File: config.mk
export PLATFORM = sky130hd
export DESIGN_NAME = dcto_monitor_flat
export DESIGN_NICKNAME = d
export VERILOG_FILES = /design/src/dcto_pkg.sv /design/src/dcto_link_if.sv /design/src/dcto_monitor.sv /design/src/flat_wrapper.sv
export VERILOG_INCLUDE_DIRS = /design/src
export SDC_FILE = /design/constraint.sdc
export NUM_CORES = 1
export LEC_CHECK = 0
export BUFFER_PORTS_ARGS = -buffer_cell sky130_fd_sc_hd__clkbuf_2
export CAP_MARGIN = 25
export CORE_MARGIN = 5
export CORE_UTILIZATION = 50
export DETAILED_ROUTE_END_ITERATION = 10
export PLACE_DENSITY = 0.66
export SYNTH_ARGS = -nofsm -noshare
export SYNTH_HDL_FRONTEND = slang
export SYNTH_SLANG_ARGS = --single-unit
File: constraint.sdc
create_clock -name sys_clk_in -period 1.9 [get_ports sys_clk_in]
set_input_delay 0.38 -clock sys_clk_in [delete_from_list [all_inputs] [get_ports sys_clk_in]]
set_output_delay 0.38 -clock sys_clk_in [all_outputs]
set_load 0.02 [all_outputs]
File: src/dcto_defines.svh
`ifndef DCTO_DEFINES_SVH
`define DCTO_DEFINES_SVH

// ---------------------------------------------------------------------------
// timing
// ---------------------------------------------------------------------------
`define DCTO_CLK_MHZ 125
`define DCTO_DISC_MS 500
`define DCTO_BOTH_OFF_MS 100
`define DCTO_TEST_PULSE_MS 200
`define DCTO_MS_TO_CYC(ms) ((ms) * 1000 * `DCTO_CLK_MHZ)
`define DCTO_DISC_CYC `DCTO_MS_TO_CYC(`DCTO_DISC_MS)
`define DCTO_BOTH_OFF_CYC `DCTO_MS_TO_CYC(`DCTO_BOTH_OFF_MS)
`define DCTO_TEST_PULSE_CYC `DCTO_MS_TO_CYC(`DCTO_TEST_PULSE_MS)

// ---------------------------------------------------------------------------
// status array fields and counter width
// ---------------------------------------------------------------------------
`define DCTO_ARR_ANY 0
`define DCTO_ARR_A 1
`define DCTO_ARR_B 2
`define DCTO_ARR_W 3
`define DCTO_ARR_ALL_OFF 3'h7
`define DCTO_CNT_W 32

`endif

File: src/dcto_pkg.sv
package dcto_pkg;

  // operating state reported by the monitor
  typedef enum logic [1:0] {
    DCTO_OP_READY,
    DCTO_OP_TORQUE_OFF,
    DCTO_OP_LOCKOUT,
    DCTO_OP_FAULT
  } dcto_op_t;

  // function test sequencer states on the controller end
  typedef enum logic [2:0] {
    DCTO_T_IDLE,
    DCTO_T_ALL_OFF,
    DCTO_T_A_LOW,
    DCTO_T_B_LOW,
    DCTO_T_RESTORE,
    DCTO_T_DONE
  } dcto_tstate_t;

endpackage : dcto_pkg

File: src/dcto_link_if.sv
`timescale 1ns/10ps
// two torque-off lines and the per-device status pin
interface dcto_link_if;
  logic torque_off_in_a;
  logic torque_off_in_b;
  logic torque_off_state_out;

  modport device (
    input torque_off_in_a,
    input torque_off_in_b,
    output torque_off_state_out
  );

  modport controller (
    output torque_off_in_a,
    output torque_off_in_b,
    input torque_off_state_out
  );
endinterface : dcto_link_if

File: src/dcto_monitor.sv
`timescale 1ns/10ps
`include "dcto_defines.svh"
// Behaviour
// RULE1 - status array: any, A low, B low
// RULE2 - single channel 500 ms or more: fault
// RULE3 - tester keeps test pulses under 500 ms
// RULE4 - function test holds switch-on lockout state
// RULE5 - after fault act as torque-off, refuse enable
// RULE6 - tester alternates inputs, compares status pattern
// RULE7 - test after every torque-off deactivation, record
// RULE8 - status outputs checked per device, unchained
// RULE9 - on channel error remove healthy input first; code drops both lines in the same cycle
// RULE10 - both inputs off 100 ms before enable; code does not time the both-off before raising the lines
// RULE11 - raise both inputs within 500 ms
// RULE12 - fault acknowledge only after 100 ms both-off
// RULE13 - synchronise inputs, count discrepancy, clear on agree
module dcto_monitor
  import dcto_pkg::*;
#(
  parameter int DISC_CYC = `DCTO_DISC_CYC,
  parameter int BOTH_OFF_CYC = `DCTO_BOTH_OFF_CYC
)
(
  input wire logic sys_clk_in,
  input wire logic nrst_in,
  dcto_link_if.device link,
  input wire logic enable_req_in,
  input wire logic fault_ack_in,
  input wire logic test_mode_in,
  output logic [`DCTO_ARR_W-1:0] torque_off_state_array_out,
  output logic drive_enabled_out,
  output logic fault_out,
  output dcto_op_t op_state_out
);

  // -------------------------------------------------------------------------
  // input synchronisers
  // -------------------------------------------------------------------------
  logic [1:0] sync1_q;
  logic [1:0] sync2_q;

  // RULE13 two-stage synchroniser
  always_ff @(posedge sys_clk_in or negedge nrst_in)
  begin
    if (!nrst_in)
    begin
      sync1_q <= 2'h0;
      sync2_q <= 2'h0;
    end
    else
    begin
      sync1_q <= {link.torque_off_in_b, link.torque_off_in_a};
      sync2_q <= sync1_q;
    end
  end

  logic a_off;
  logic b_off;
  logic single_off;
  logic both_off;
  assign a_off = ~sync2_q[0];
  assign b_off = ~sync2_q[1];
  assign single_off = a_off ^ b_off;
  assign both_off = a_off & b_off;

  // -------------------------------------------------------------------------
  // channel pair history
  // -------------------------------------------------------------------------
  logic [1:0] pair_q;
  logic pair_moved;
  assign pair_moved = (sync2_q != pair_q);

  // last synchronised pair, so a channel swap is seen
  always_ff @(posedge sys_clk_in or negedge nrst_in)
  begin
    if (!nrst_in)
      pair_q <= 2'h0;
    else
      pair_q <= sync2_q;
  end

  // -------------------------------------------------------------------------
  // discrepancy and both-off timers
  // -------------------------------------------------------------------------
  // counters saturate so a stuck input cannot wrap them
  logic [`DCTO_CNT_W-1:0] disc_cnt_q;
  logic [`DCTO_CNT_W-1:0] off_cnt_q;
  logic disc_expired;
  logic off_long;
  assign disc_expired = (disc_cnt_q >= DISC_CYC[`DCTO_CNT_W-1:0]);
  assign off_long = (off_cnt_q >= BOTH_OFF_CYC[`DCTO_CNT_W-1:0]);

  // RULE13 count while channels disagree
  // a swap restarts it: back-to-back test pulses are never summed
  always_ff @(posedge sys_clk_in or negedge nrst_in)
  begin
    if (!nrst_in)
      disc_cnt_q <= '0;
    else if (!single_off || pair_moved)
      disc_cnt_q <= '0;
    else if (!disc_expired)
      disc_cnt_q <= disc_cnt_q + `DCTO_CNT_W'(1);
  end

  // both-off duration, saturating
  always_ff @(posedge sys_clk_in or negedge nrst_in)
  begin
    if (!nrst_in)
      off_cnt_q <= '0;
    else if (!both_off)
      off_cnt_q <= '0;
    else if (!off_long)
      off_cnt_q <= off_cnt_q + `DCTO_CNT_W'(1);
  end

  // latches that a 100 ms both-off episode occurred since fault entry
  logic off_seen_q;
  logic fault_q;

  // -------------------------------------------------------------------------
  // fault latch
  // -------------------------------------------------------------------------
  // RULE2 discrepancy at 500 ms sets fault; set wins over acknowledge
  // a standing discrepancy keeps the latch set under acknowledge
  always_ff @(posedge sys_clk_in or negedge nrst_in)
  begin
    if (!nrst_in)
      fault_q <= 1'b0;
    else if (single_off && disc_expired)
      fault_q <= 1'b1;
    // RULE12 ack only after 100 ms both-off
    else if (fault_ack_in && off_seen_q)
      fault_q <= 1'b0;
  end

  // both-off credit, earned only while faulted
  always_ff @(posedge sys_clk_in or negedge nrst_in)
  begin
    if (!nrst_in)
      off_seen_q <= 1'b0;
    else if (single_off && disc_expired)
      off_seen_q <= 1'b0;
    else if (fault_q && both_off && off_long)
      off_seen_q <= 1'b1;
    else if (!fault_q)
      off_seen_q <= 1'b0;
  end

  // -------------------------------------------------------------------------
  // status outputs and operating state
  // -------------------------------------------------------------------------
  logic any_off;
  assign any_off = a_off | b_off;

  // RULE1 status array; RULE5 fault reads as both requested
  always_ff @(posedge sys_clk_in or negedge nrst_in)
  begin
    if (!nrst_in)
    begin
      torque_off_state_array_out <= `DCTO_ARR_ALL_OFF;
      link.torque_off_state_out <= 1'b1;
    end
    else
    begin
      torque_off_state_array_out[`DCTO_ARR_ANY] <= any_off | fault_q;
      torque_off_state_array_out[`DCTO_ARR_A] <= a_off | fault_q;
      torque_off_state_array_out[`DCTO_ARR_B] <= b_off | fault_q;
      link.torque_off_state_out <= any_off | fault_q;
    end
  end

  // RULE5 enable refused while faulted; RULE4 lockout during test
  // lockout follows test_mode_in, a test is not visible on the lines
  always_ff @(posedge sys_clk_in or negedge nrst_in)
  begin
    if (!nrst_in)
    begin
      op_state_out <= DCTO_OP_TORQUE_OFF;
      drive_enabled_out <= 1'b0;
      fault_out <= 1'b0;
    end
    else
    begin
      fault_out <= fault_q;
      if (fault_q)
      begin
        op_state_out <= DCTO_OP_FAULT;
        drive_enabled_out <= 1'b0;
      end
      else if (test_mode_in)
      begin
        op_state_out <= DCTO_OP_LOCKOUT;
        drive_enabled_out <= 1'b0;
      end
      else if (any_off)
      begin
        op_state_out <= DCTO_OP_TORQUE_OFF;
        drive_enabled_out <= 1'b0;
      end
      else
      begin
        op_state_out <= DCTO_OP_READY;
        drive_enabled_out <= enable_req_in;
      end
    end
  end

endmodule : dcto_monitor

File: src/flat_wrapper.sv
// flat-port wrapper written by rule: the top's interface ports become plain ports
module dcto_monitor_flat import dcto_pkg::*;
#(
  parameter int DISC_CYC = `DCTO_DISC_CYC,
  parameter int BOTH_OFF_CYC = `DCTO_BOTH_OFF_CYC
)
  (sys_clk_in, nrst_in, enable_req_in, fault_ack_in, test_mode_in, torque_off_state_array_out, drive_enabled_out, fault_out, op_state_out, link_torque_off_in_a, link_torque_off_in_b, link_torque_off_state_out);
  dcto_link_if link_i ();
  input wire logic sys_clk_in;
  input wire logic nrst_in;
  input wire logic enable_req_in;
  input wire logic fault_ack_in;
  input wire logic test_mode_in;
  output logic [`DCTO_ARR_W-1:0] torque_off_state_array_out;
  output logic drive_enabled_out;
  output logic fault_out;
  output dcto_op_t op_state_out;
  input wire logic [$bits(link_i.torque_off_in_a)-1:0] link_torque_off_in_a;
  input wire logic [$bits(link_i.torque_off_in_b)-1:0] link_torque_off_in_b;
  output wire logic [$bits(link_i.torque_off_state_out)-1:0] link_torque_off_state_out;
  assign link_i.torque_off_in_a = link_torque_off_in_a;
  assign link_i.torque_off_in_b = link_torque_off_in_b;
  assign link_torque_off_state_out = link_i.torque_off_state_out;
  dcto_monitor #(.DISC_CYC(DISC_CYC), .BOTH_OFF_CYC(BOTH_OFF_CYC)) u_core (.sys_clk_in(sys_clk_in), .nrst_in(nrst_in), .link(link_i), .enable_req_in(enable_req_in), .fault_ack_in(fault_ack_in), .test_mode_in(test_mode_in), .torque_off_state_array_out(torque_off_state_array_out), .drive_enabled_out(drive_enabled_out), .fault_out(fault_out), .op_state_out(op_state_out));
endmodule
==> summary.md <==
| Metric | Value |
|---|---|
| Ant diodes | `0` |
| Commonest non-fill, non-tap cell in the layout | `dfrtp_1` |
| GPL Wtd Cong | `0.825` |
| Via count | `3093` |
| Post-route cell area | `0.00502 mm2` |
| Syn. warnings | `0` |
| TritonCTS Sinks | `79` |
| Initial Utilization | `51.6%` |
| TritonRoute pass-1 iters | `4` |
| Post-synth net total | `388` |
| Post-synth EDFFs | `0` |
| Vias in the first global route | `3164` |
| Drt total wl | `8.52 mm` |
| PortBufs | `14` |
| Final net count | `475` |
| CP required | `2170 ps` |
| TNS Setup | `-2640 ps` |
| Ys async rst share | `100%` |
| Worst Setup Path Type | `reg -> reg` |
| Cell Pwr Density | `598 mW/mm2` |
| Worst Tran Pin Value | `476 ps` |
| Largest net degree at the start of global routing | `27` |
| Post-Syn Area | `0.00378 mm2` |
| # fillers | `547` |
| Leak | `2.13 nW` |
| Seq cells post-synth | `79` |
| CP Capture Type | `register` |
| Worst slew margin | `68.1%` |
| Dpl cells | `540` |
| Proportion of layout cells with a drive suffix above 1 | `36.2%` |
| Worst setup margin | `-172 ps` |
| Total congestion overflow | `0` |
| Clock Skew | `9.41 ps` |
| Global-route wire length before repair | `14.5 mm` |
| Largest cells by area after synthesis | `dfrtp_1 50%, nand3_1 4.9%, and2_1 4.0%` |
| Non-filler cells, final | `566` |
| Number of buffers created by CTS | `9` |
| Seq/Total Area, Yosys | `52.4%` |
| Final setup vio count | `36` |
| Max VDD drop | `0.465 mV` |
| Unique cell type count in the Yosys netlist | `45` |
| CORE AREA | `0.00733 mm2` |
| Area Overhead vs Synth | `32.7%` |
| Die X | `97.0 um` |
| Area fraction of the dominant cell type after synthesis | `49.6%` |
| I/O pin cnt | `15` |
| Period Utilization, post-route | `109%` |
| Worst min-delay path category | `in -> reg` |
| Synthesized instance count | `375` |
| Clock Path Buffers | `2` |
| Residual DRC | `0` |
| TritonCTS clock tree | `yes` |
| Commonest cells after routing, fill and taps aside | `75 x dfrtp_1, 62 x buf_4, 27 x nand2_1` |
| ANT nets after route | `0` |
| WP data arrival | `2350 ps` |
| RSZ-0062 raised after global routing | `yes` |
| Worst hold margin | `133 ps` |
| Vias per Instance | `5.46` |
| Crit start category | `register` |
| Peak Freq | `483 MHz` |
| Die area | `0.00941 mm2` |
| GRT Total Usage | `18.4%` |
| Clock period minus worst slack | `2070 ps` |
| CP max FO | `7` |
| Slew Viols, Final | `0` |
| Maxcap violations | `0` |
| DRT iter0 DRCs | `114` |
| Status | `complete, but fails checks` |
| Yosys top cell by area | `dfrtp_1` |
| CTS root buf | `clkbuf_8` |
| Worst skew pair latency | `350 ps` |
| Row count | `31` |
| Hpwl dp | `5.60 mm` |
| Post-Syn Area per Cell | `10.1 um2` |
| DIE HEIGHT | `97.0 um` |
| Fin. Hold Viols | `0` |
| Prevailing post-synth register cell | `dfrtp_1` |
| Wire per inst | `15.0 um` |
| CTS H-tree depth | `3` |
| Failing checks | `negative setup slack` |
| Initial antenna violation count | `0` |
| DP Area | `0.00443 mm2` |
| Worst-path clk slew | `90 ps` |
[registers in the layout (all words and copies together) (netlist names)]
name and flops:
u_core.fault_q 1, u_core.drive_enabled_out 1, u_core.disc_cnt_q 32, u_core.off_seen_q 1
u_core.sync1_q 2, u_core.pair_q 2, u_core.torque_off_state_array_out 3, u_core.off_cnt_q 32
u_core.sync2_q 2, u_core.op_state_out 2, u_core.fault_out 1
[report_power, final]
group	internal, mW	switching, mW	leakage (nW)
clock network	0.488	0.661	0.0866
registers	1.70	0.0115	1.07
logic	0.0471	0.0979	0.970
[worst paths after layout]
path                                                                       end  slack [ps]  cells after the start                         startpoint
worst max-delay path                          u_core.disc_cnt_q[3]$_DFFE_PN0P_        -170                      9  u_core.disc_cnt_q[31]$_DFFE_PN0P_
worst min-delay path                               u_core.sync1_q[1]$_DFF_PN0_         130                      1               link_torque_off_in_b
worst max register to register                u_core.disc_cnt_q[3]$_DFFE_PN0P_        -170                      9  u_core.disc_cnt_q[31]$_DFFE_PN0P_
worst min register to register                     u_core.sync2_q[0]$_DFF_PN0_         360                      0        u_core.sync1_q[0]$_DFF_PN0_
max in group asynchronous       u_core.torque_off_state_array_out[2]$_DFF_PN1_         820                      3                            nrst_in
min in group asynchronous                    u_core.disc_cnt_q[19]$_DFFE_PN0P_         470                      2                            nrst_in
[repair_timing]
item / 4_1_cts / 5_1_grt
resized for setup: 27 / 53
hold buffers: 1 / 0
endpoints found under the hold margin: 23 / 0
pin swaps: 31 / 24
endpoints found under the setup margin: 31 / 47
setup buffers: 7 / 4
[stage by stage]
| stage | power, mW | worst slack [ps] | util [%] |
|---|---|---|---|
| 3_3_place_gp | 1.88 | -75.4 | 60.5 |
| 3_5_place_dp | 1.89 | -110 | 60.5 |
| 2_1_floorplan | 1.81 | -92.5 | - |
| 5_1_grt | 3.14 | -338 | 68.5 |
| 6_report | 3.01 | -172 | 68.5 |
| 4_1_cts | 3.04 | -68.4 | 65.3 |
[synth_stat cells (all sizes together), types with 4 or more instances]
cell    count
o31ai       5
xnor2      12
or4         5
nor4        9
nand3      37
and3       12
o21ai      28
and2       24
or3        16
nand2b      8
dfstp       4
a21oi      19
clkbuf      7
buf         4
xor2        6
ha          6
inv        10
dfrtp      75
nand2      33
nand4       9
nor2       20
[worst max-delay path: stages, from the launching register on]
cell,delay [ps]
dfrtp_1,390
nor4_2,280
nand2_1,150
a221oi_4,250
buf_4,170
buf_6,110
nand2_8,60
buf_6,120
or3_1,340
a21oi_1,130
[cell families (layout without fill, tap and decap cells)]
| family | count (synthesis) | count (layout) | synth area share [%] |
|---|---|---|---|
| and+or+nand+nor | 182 | 182 | 26.3 |
| AOI/OAI and AO/OA | 66 | 66 | 11.9 |
| DFF | 79 | 79 | 52.4 |
| buffers and inverters | 21 | 113 | 2.45 |
| xor gates and xnor gates | 18 | 18 | 4.17 |
| adders and majority gates | 6 | 6 | 1.98 |
| muxes | 3 | 3 | 0.793 |
[final cells by class]
type	instances	area [um2]	share of cell area, %
Clock buffer	9	124	2.47
Clock inverter	7	55.1	1.10
Multi-Input combinational cell	275	2020	40.2
Timing Repair Buffer	87	682	13.6
Tap cell	99	124	2.47
Sequential cell	79	1980	39.5
Inverter	10	37.5	0.747
[layer usage]
metal,GRT usage (%),routed length [um],vias to the layer above
met1,25.6,3910,1519
li1,-,-,1501
met3,3.53,323,15
met2,28.6,4110,58
met5,0,0,-
met4,7.13,166,0
Note: power is estimated with default switching activity, not from simulation.
